==> config.mk <==
export PLATFORM = sky130hd
export DESIGN_NAME = gpio_port
export DESIGN_NICKNAME = d
export VERILOG_FILES = /design/src/hw/gpio_port_pkg.sv /design/src/hw/gpio_port.sv
export VERILOG_INCLUDE_DIRS = /design/src /design/src/hw
export SDC_FILE = /design/constraint.sdc
export NUM_CORES = 1
export LEC_CHECK = 0
export ABC_AREA = 1
export BUFFER_PORTS_ARGS = -buffer_cell sky130_fd_sc_hd__buf_2
export CAP_MARGIN = 10
export CORE_UTILIZATION = 25
export CTS_BUF_LIST = sky130_fd_sc_hd__clkbuf_16
export DETAILED_ROUTE_END_ITERATION = 10
export MAX_ROUTING_LAYER = met4
export PLACE_DENSITY = 0.57
export SLEW_MARGIN = 40
export SYNTH_ARGS = -nofsm -noshare
export SYNTH_HDL_FRONTEND = slang
export SYNTH_SLANG_ARGS = --single-unit
==> constraint.sdc <==
create_clock -name i_clk -period 3.5 [get_ports i_clk]
set_clock_uncertainty 0.05 [all_clocks]
set_input_delay 0.875 -clock i_clk [delete_from_list [all_inputs] [get_ports i_clk]]
set_output_delay 0.875 -clock i_clk [all_outputs]
set_load 0.01 [all_outputs]
==> src/hw/gpio_port_regs.svh <==
// register offsets, field positions and reset values of the gpio port
`ifndef GPIO_PORT_REGS_SVH
`define GPIO_PORT_REGS_SVH

`define OFS_PIN_LEVELS 12'h000
`define OFS_OUTPUT_LATCH 12'h004
`define OFS_DIRECTION 12'h008
`define OFS_PORT_G 12'h00C
`define OFS_SEG_ENABLE0 12'h010
`define PORT_D_PULLUP_BIT 7
`define RST_LATCH 8'h00
`define RST_DIRECTION 8'hFF
`define RST_PORT_G 8'h00
`define RST_SEG_ENABLE 8'h00

`endif

==> src/hw/gpio_port_pkg.sv <==
// types shared by the gpio port design
package gpio_port_pkg;
    typedef enum logic [2:0] {
        SEL_PIN = 3'h0,
        SEL_LATCH = 3'h1,
        SEL_DIR = 3'h2,
        SEL_PORT_G = 3'h3,
        SEL_SEG = 3'h4,
        SEL_NONE = 3'h7
    } reg_sel_t;
endpackage

==> src/hw/gpio_port.sv <==
// eight pin gpio port shared with lcd segment drivers, apb register access
//
// The implementer's own choices: the register offsets and register access over APB.
`timescale 1ns/1ns
`default_nettype none
`include "gpio_port_regs.svh"

// Operation
// - eight bidirectional pins, one bit each
// - separate direction and output latch registers
// - direction one input, zero drives latch
// - every reset makes all pins inputs
// - shared pull-up enable at bit seven
// - output pins never get a pull-up
// - pull-ups off after reset until enabled
// - port works only while segment disabled
// - segment enable bit n owns pin n
// - enabled segment overrides direction and functions
module gpio_port (
    input wire logic i_clk,
    input wire logic i_sys_rst,
    input wire logic i_psel,
    input wire logic i_penable,
    input wire logic i_pwrite,
    input wire logic [11:0] i_paddr,
    input wire logic [31:0] i_pwdata,
    output logic [31:0] o_prdata,
    output logic o_pready,
    output logic o_pslverr,
    input wire logic [7:0] i_pin,
    output logic [7:0] o_pin,
    output logic [7:0] o_pin_oe,
    output logic [7:0] o_pullup_en,
    output logic [7:0] o_segment_enable,
    output logic [6:0] o_port_g_ctrl
);

    logic [7:0] pin_meta_q;
    logic [7:0] pin_sync_q;
    logic [7:0] latch_q;
    logic [7:0] latch_d;
    logic [7:0] dir_q;
    logic [7:0] dir_d;
    logic [7:0] port_g_q;
    logic [7:0] port_g_d;
    logic [7:0] seg_q;
    logic [7:0] seg_d;
    logic [31:0] prdata_q;
    logic [31:0] prdata_d;
    logic pready_q;
    logic pready_d;
    logic pslverr_q;
    logic pslverr_d;
    logic [7:0] pin_q;
    logic [7:0] pin_d;
    logic [7:0] oe_q;
    logic [7:0] oe_d;
    logic [7:0] pu_q;
    logic [7:0] pu_d;
    gpio_port_pkg::reg_sel_t sel;
    logic setup;
    logic access;
    logic wr_en;
    logic [7:0] rd_byte;

    // pads are asynchronous to the core clock
    always_ff @(posedge i_clk)
    begin
        pin_meta_q <= i_pin;
        pin_sync_q <= pin_meta_q;
    end

    always_comb
    begin
        case (i_paddr)
            `OFS_PIN_LEVELS: sel = gpio_port_pkg::SEL_PIN;
            `OFS_OUTPUT_LATCH: sel = gpio_port_pkg::SEL_LATCH;
            `OFS_DIRECTION: sel = gpio_port_pkg::SEL_DIR;
            `OFS_PORT_G: sel = gpio_port_pkg::SEL_PORT_G;
            `OFS_SEG_ENABLE0: sel = gpio_port_pkg::SEL_SEG;
            default: sel = gpio_port_pkg::SEL_NONE;
        endcase
    end

    // no wait states: ready is registered from setup, so it answers in the first access cycle
    assign setup = i_psel && !i_penable;
    assign access = i_psel && i_penable && pready_q;
    // writes land only at the edge that completes the access
    assign wr_en = access && i_pwrite;

    // register file
    always_comb
    begin
        latch_d = latch_q;
        dir_d = dir_q;
        port_g_d = port_g_q;
        seg_d = seg_q;
        if (wr_en)
        begin
            case (sel)
                gpio_port_pkg::SEL_PIN: latch_d = i_pwdata[7:0];
                gpio_port_pkg::SEL_LATCH: latch_d = i_pwdata[7:0];
                gpio_port_pkg::SEL_DIR: dir_d = i_pwdata[7:0];
                gpio_port_pkg::SEL_PORT_G: port_g_d = i_pwdata[7:0];
                gpio_port_pkg::SEL_SEG: seg_d = i_pwdata[7:0];
                // unmapped writes are dropped; the slave error tells software
                default: latch_d = latch_q;
            endcase
        end
    end

    // read mux over the byte-wide registers
    always_comb
    begin
        rd_byte = 8'h00;
        case (sel)
            gpio_port_pkg::SEL_PIN: rd_byte = pin_sync_q;
            gpio_port_pkg::SEL_LATCH: rd_byte = latch_q;
            gpio_port_pkg::SEL_DIR: rd_byte = dir_q;
            gpio_port_pkg::SEL_PORT_G: rd_byte = port_g_q;
            gpio_port_pkg::SEL_SEG: rd_byte = seg_q;
            default: rd_byte = 8'h00;
        endcase
    end

    // bus response; read data frozen at setup so a pad edge cannot tear it
    always_comb
    begin
        prdata_d = prdata_q;
        pready_d = setup;
        pslverr_d = 1'b0;
        if (setup)
        begin
            pslverr_d = (sel == gpio_port_pkg::SEL_NONE);
            prdata_d = {24'h00_0000, rd_byte};
        end
    end

    // pin drive, per bit: segment wins, then direction
    always_comb
    begin
        for (int n = 0; n < 8; n++)
        begin
            oe_d[n] = !seg_d[n] && !dir_d[n];
            pin_d[n] = oe_d[n] && latch_d[n];
            pu_d[n] = port_g_d[`PORT_D_PULLUP_BIT] && dir_d[n] && !seg_d[n];
        end
    end

    // register file: every reset returns the port to inputs, pull-ups off
    always_ff @(posedge i_clk)
    begin
        if (i_sys_rst)
        begin
            latch_q <= `RST_LATCH;
            dir_q <= `RST_DIRECTION;
            port_g_q <= `RST_PORT_G;
            seg_q <= `RST_SEG_ENABLE;
        end
        else
        begin
            latch_q <= latch_d;
            dir_q <= dir_d;
            port_g_q <= port_g_d;
            seg_q <= seg_d;
        end
    end

    always_ff @(posedge i_clk)
    begin
        if (i_sys_rst)
        begin
            prdata_q <= 32'h0000_0000;
            pready_q <= 1'b0;
            pslverr_q <= 1'b0;
        end
        else
        begin
            prdata_q <= prdata_d;
            pready_q <= pready_d;
            pslverr_q <= pslverr_d;
        end
    end

    // pad drive registered from the next register values, so it moves
    // at the same edge as the register it follows, with no extra lag
    always_ff @(posedge i_clk)
    begin
        if (i_sys_rst)
        begin
            pin_q <= 8'h00;
            oe_q <= 8'h00;
            pu_q <= 8'h00;
        end
        else
        begin
            pin_q <= pin_d;
            oe_q <= oe_d;
            pu_q <= pu_d;
        end
    end

    assign o_prdata = prdata_q;
    assign o_pready = pready_q;
    assign o_pslverr = pslverr_q;
    assign o_pin = pin_q;
    assign o_pin_oe = oe_q;
    assign o_pullup_en = pu_q;
    assign o_segment_enable = seg_q;
    assign o_port_g_ctrl = port_g_q[6:0];

    // pad side
    AST_OE_FOLLOWS_DIR: assert property (@(posedge i_clk) disable iff (i_sys_rst)
        o_pin_oe == (~dir_q & ~seg_q))
        else $error("pin drive does not follow direction");
    AST_DRIVE_LATCH: assert property (@(posedge i_clk) disable iff (i_sys_rst)
        (o_pin & ~latch_q) == 8'h00)
        else $error("driven pin differs from latch");
    AST_DRIVE_VALUE: assert property (@(posedge i_clk) disable iff (i_sys_rst)
        o_pin == (latch_q & o_pin_oe))
        else $error("driven value not the latch");
    AST_RESET_INPUTS: assert property (@(posedge i_clk)
        $past(i_sys_rst) |-> (o_pin_oe == 8'h00 && dir_q == 8'hFF))
        else $error("pins not inputs after reset");
    AST_SEG_RESET: assert property (@(posedge i_clk)
        $past(i_sys_rst) |-> o_segment_enable == 8'h00)
        else $error("segment enabled after reset");
    AST_PULLUP_GLOBAL: assert property (@(posedge i_clk) disable iff (i_sys_rst)
        !port_g_q[`PORT_D_PULLUP_BIT] |-> o_pullup_en == 8'h00)
        else $error("pull-up on while disabled");
    AST_PULLUP_INPUT: assert property (@(posedge i_clk) disable iff (i_sys_rst)
        port_g_q[`PORT_D_PULLUP_BIT] |-> o_pullup_en == (dir_q & ~seg_q))
        else $error("pull-up missing on an input pin");
    AST_PULLUP_OUTPUT: assert property (@(posedge i_clk) disable iff (i_sys_rst)
        (o_pullup_en & o_pin_oe) == 8'h00)
        else $error("pull-up on an output pin");
    AST_PULLUP_RESET: assert property (@(posedge i_clk)
        $past(i_sys_rst) |-> o_pullup_en == 8'h00)
        else $error("pull-up on after reset");
    AST_SEG_OWNS: assert property (@(posedge i_clk) disable iff (i_sys_rst)
        ((o_segment_enable & (o_pin_oe | o_pullup_en)) == 8'h00))
        else $error("port active on segment pin");
    AST_SEG_IGNORES_DIR: assert property (@(posedge i_clk) disable iff (i_sys_rst)
        ($changed(dir_q) && $stable(seg_q) && seg_q == 8'hFF) |-> o_pin_oe == 8'h00)
        else $error("direction acted on segment pin");

    // register bus side
    AST_SEG_MAP: assert property (@(posedge i_clk) disable iff (i_sys_rst)
        access && i_pwrite && sel == gpio_port_pkg::SEL_SEG
        |=> o_segment_enable == $past(i_pwdata[7:0]))
        else $error("segment enable not written");
    AST_LATCH_READ: assert property (@(posedge i_clk) disable iff (i_sys_rst)
        setup && sel == gpio_port_pkg::SEL_LATCH |=> o_pready && o_prdata[7:0] == latch_q)
        else $error("latch read wrong");
    AST_PIN_WRITE: assert property (@(posedge i_clk) disable iff (i_sys_rst)
        access && i_pwrite && sel == gpio_port_pkg::SEL_PIN
        |=> latch_q == $past(i_pwdata[7:0]))
        else $error("pin write missed latch");
    AST_PIN_READ: assert property (@(posedge i_clk) disable iff (i_sys_rst)
        setup && sel == gpio_port_pkg::SEL_PIN |=> o_prdata[7:0] == $past(pin_sync_q))
        else $error("pin read not the pad level");
    AST_LATCH_WRITE: assert property (@(posedge i_clk) disable iff (i_sys_rst)
        wr_en && sel == gpio_port_pkg::SEL_LATCH |=> latch_q == $past(i_pwdata[7:0]))
        else $error("latch write lost");
    AST_DIR_WRITE: assert property (@(posedge i_clk) disable iff (i_sys_rst)
        wr_en && sel == gpio_port_pkg::SEL_DIR |=> dir_q == $past(i_pwdata[7:0]))
        else $error("direction write lost");
    AST_DIR_READ: assert property (@(posedge i_clk) disable iff (i_sys_rst)
        setup && sel == gpio_port_pkg::SEL_DIR |=> o_pready && o_prdata[7:0] == dir_q)
        else $error("direction read wrong");
    AST_PORT_G_WRITE: assert property (@(posedge i_clk) disable iff (i_sys_rst)
        wr_en && sel == gpio_port_pkg::SEL_PORT_G |=> port_g_q == $past(i_pwdata[7:0]))
        else $error("shared register write lost");
    AST_PORT_G_READ: assert property (@(posedge i_clk) disable iff (i_sys_rst)
        setup && sel == gpio_port_pkg::SEL_PORT_G |=> o_prdata[7:0] == port_g_q)
        else $error("shared register read wrong");
    AST_SEG_READ: assert property (@(posedge i_clk) disable iff (i_sys_rst)
        setup && sel == gpio_port_pkg::SEL_SEG |=> o_prdata[7:0] == seg_q)
        else $error("segment enable read wrong");
    AST_UNMAPPED_WRITE: assert property (@(posedge i_clk) disable iff (i_sys_rst)
        wr_en && sel == gpio_port_pkg::SEL_NONE
        |=> $stable(latch_q) && $stable(dir_q) && $stable(port_g_q) && $stable(seg_q))
        else $error("unmapped write changed a register");
    AST_NO_READ_EFFECT: assert property (@(posedge i_clk) disable iff (i_sys_rst)
        access && !i_pwrite |=> $stable(latch_q) && $stable(dir_q))
        else $error("read changed a register");
    AST_SLVERR_UNMAPPED: assert property (@(posedge i_clk) disable iff (i_sys_rst)
        setup && sel == gpio_port_pkg::SEL_NONE |=> o_pready && o_pslverr)
        else $error("unmapped access not refused");
    AST_SLVERR_WITH_READY: assert property (@(posedge i_clk) disable iff (i_sys_rst)
        o_pslverr |-> o_pready)
        else $error("slave error without ready");
    AST_PREADY_PULSE: assert property (@(posedge i_clk) disable iff (i_sys_rst)
        o_pready |=> !o_pready)
        else $error("ready held longer than one cycle");
    AST_PRDATA_UPPER: assert property (@(posedge i_clk) disable iff (i_sys_rst)
        o_prdata[31:8] == 24'h00_0000)
        else $error("read data upper bits not zero");

    COV_DRIVE: cover property (@(posedge i_clk) o_pin_oe != 8'h00);
    COV_PULLUP: cover property (@(posedge i_clk) o_pullup_en == 8'hFF);
    COV_SEG: cover property (@(posedge i_clk) o_segment_enable != 8'h00 && dir_q == 8'h00);
    COV_SEG_ALL: cover property (@(posedge i_clk) o_segment_enable == 8'hFF);
    COV_ERR: cover property (@(posedge i_clk) o_pready && o_pslverr);

endmodule
`default_nettype wire

==> run metrics <==
number of port buffers=81; setup slack after layout=1.16 ns; post-CTS clock slew at the launch and capture registers of the worst setup and hold paths=0.06 ns; total DRC errors in the routed layout=0; via count of the first global-routing pass=2764; area of the mapped netlist=3560 um^2; headroom to the max-slew limit=52.4%; effective utilization at floorplan=25.6%; first drt pass iteration count=5; Tot GR Track Use=13.2%; worst slew pin tran=0.711 ns; clock tree from TritonCTS=built; number of antenna repair diodes=0; Iteration-0 DRC Markers=143; part of the total power dissipated in combinational logic=3.9%; final total power=1970 uW; number of buffers created by CTS=9; sequential cell area in the final layout=1640 um^2; portion of total power attributed to sequential cells=47.9%; CP startpoint=i_paddr[9]; Top FF cell, synth=sky130_fd_sc_hd__dfxtp_1; largest driver fanout on the critical path=16; register bit total from synthesis=82; met1 Use GR=16.5%; Pwr Density=460 nW/um^2; share of power burned in the clock network=48.2%; Rows=43; height of the die=121 um; Die X-Extent=121 um; Final Routed Wirelength=9.05 mm; status=finished clean; ratio of routed vias to standard cells=4.24; count of synthesis-stage warnings from yosys=0; number of nets with antenna violations after routing=0; met3 track utilization from global routing=3.34%; number of H-tree levels=3; share of the synthesized area in the top cell type=46.1%; count of hold-fix buffers inserted at cts=0; instance count of the mapped netlist=449; critical path class=in -> reg; proportion of layout cells with a drive suffix above 1=27.8%; Crit path arrival time=2.50 ns; largest area contributor in the synthesized netlist=sky130_fd_sc_hd__dfxtp_1; pin count of the biggest net entering global routing=34; fraction of the core area covered by cells at the end of the flow=30.9%; class of the worst hold path=reg -> reg; Setup Fix Bufs, Post-CTS=0; core region area=13900 um^2; TritonCTS sink count=82; clock period minus final worst setup slack=2.34 ns; TNS Setup=0 ns; origin of the worst min-delay path=pin_meta_q[2]; IO Count=130; cell-internal power=1520 uW; RePlAce Congestion=0.821; most used routing layer in global routing=met2; final setup violating endpoints=0; Static Leakage=0.00218 uW; origin of the critical flop-to-flop path=o_pready; most area-consuming cells after synthesis=sky130_fd_sc_hd__dfxtp_1, sky130_fd_sc_hd__nand2_1, sky130_fd_sc_hd__buf_4; initial antenna violation count=0; maximum vdd drop=0.187 mV; filler cell count in the final layout=1493; average cell area after synthesis=7.93 um^2; CTS Buffer Depth=2; root buffer selected by CTS=sky130_fd_sc_hd__clkbuf_16; Total Die Area=14700 um^2; gr ovfl total=0; period utilisation layout=67.0%; wire length per cell=12.8 um; first-pass GRT wire length=14.4 mm; number of max-slew violations in the final report=0; Unique masters post-synth=28; synthesis-to-finish area growth=20.5%; DR vias=3006; minimum setup slack after placement=0.810 ns; Sw Share=22.8%; cells resized by post-CTS repair=0; critical path endpoint category=flop; clock latency on the worst-skew pair=0.33 ns; post-route worst hold slack=0.276 ns; Final #Nets=581; Max Cap Violations=0; Psw=450 uW; number of enable-type register cells in the synthesized netlist=0; most frequent cell after synthesis=sky130_fd_sc_hd__nand2_1; data required time of the critical path=3.66 ns; dpl hpwl=6.68 mm; leading cell types by count after synthesis=sky130_fd_sc_hd__nand2_1, sky130_fd_sc_hd__dfxtp_1, sky130_fd_sc_hd__nor2_1; launching element type of the critical path=input pin; final hold violation count=0; fraction of registers with async set/reset=0%; highest clock frequency the design can meet=427 MHz; met2 layer usage reported by global route=21.1%; sequential area share after synthesis=46.1%; multi-input gate area in the final layout=1510 um^2; setup repair after global routing missed its margin=no
[flip-flops by register name, summed over array words and instances, names as in the netlist]
name / count
pin_sync_q: 8
o_prdata: 8
o_segment_enable: 8
o_pready: 1
pin_meta_q: 8
port_g_q: 8
latch_q: 8
o_pin: 8
o_pullup_en: 8
dir_q: 8
o_pin_oe: 8
o_pslverr: 1
[power by group through the flow]
stage	logic, uW	registers [uW]	clock network (uW)
final	76.6	946	952
after floorplan	59.9	967	0
after global routing	84.9	947	1010
after global placement	75.1	967	0
after CTS	76.4	946	975
after detailed placement	76.2	968	0
[cells in the final DEF, fill, tap and decap left out, drive strengths merged, types with 7 or more instances in the layout]
cell type  count
a211oi         7
a21oi          9
buf           85
clkbuf         9
clkinv         7
conb          24
dfxtp         82
inv           45
nand2        112
nand3         45
nand3b         8
nand4          8
nor2          68
nor3          10
o21ai          8
[layout make-up]
class | count | area share (%)
Clock inverter | 7 | 1.81
Sequential cell | 82 | 38.3
Clock buffer | 9 | 5.25
Multi-Input combinational cell | 300 | 35.2
Timing Repair Buffer | 85 | 10.2
Tap cell | 180 | 5.25
Inverter | 46 | 4.05
[logic make-up after synthesis]
kind of cell           synth area share (%)
other                                 0.105
DFF                                    46.1
buffers and inverters                  13.9
AOI/OAI and AO/OA                      6.29
and+or+nand+nor                        33.6
[layer usage]
layer	wire length [um]	up-vias
met5	0	-
met4	97	0
met3	547	6
met2	4280	119
met1	4120	1368
li1	-	1513
[critical path: stages]
cell and delay, ns:
sky130_fd_sc_hd__buf_2 0.10, sky130_fd_sc_hd__nor2_1 0.12, sky130_fd_sc_hd__nand2_2 0.15, sky130_fd_sc_hd__nor2_4 0.16, sky130_fd_sc_hd__nand2_4 0.07, sky130_fd_sc_hd__clkinv_2 0.19
sky130_fd_sc_hd__nand3_4 0.27, sky130_fd_sc_hd__o211ai_4 0.46, sky130_fd_sc_hd__nor2_1 0.09
[final timing paths]
path,end,depth (start not counted),slack [ns]
hold reg to reg,pin_sync_q[2],0,0.28
setup reg to reg,o_pullup_en[0],5,1.70
setup / recovery,o_pullup_en[0],9,1.16
hold / removal,pin_sync_q[2],0,0.28
[per-stage QoR]
step / instance area, um^2 / std cells
global route: 4290 / 709
floorplan: 3650 / 472
detailed placement: 3990 / 693
CTS: 4290 / 709
global placement: 3990 / 693
finish: 4290 / 709
No activity file was read; power rests on OpenSTA's default activity.
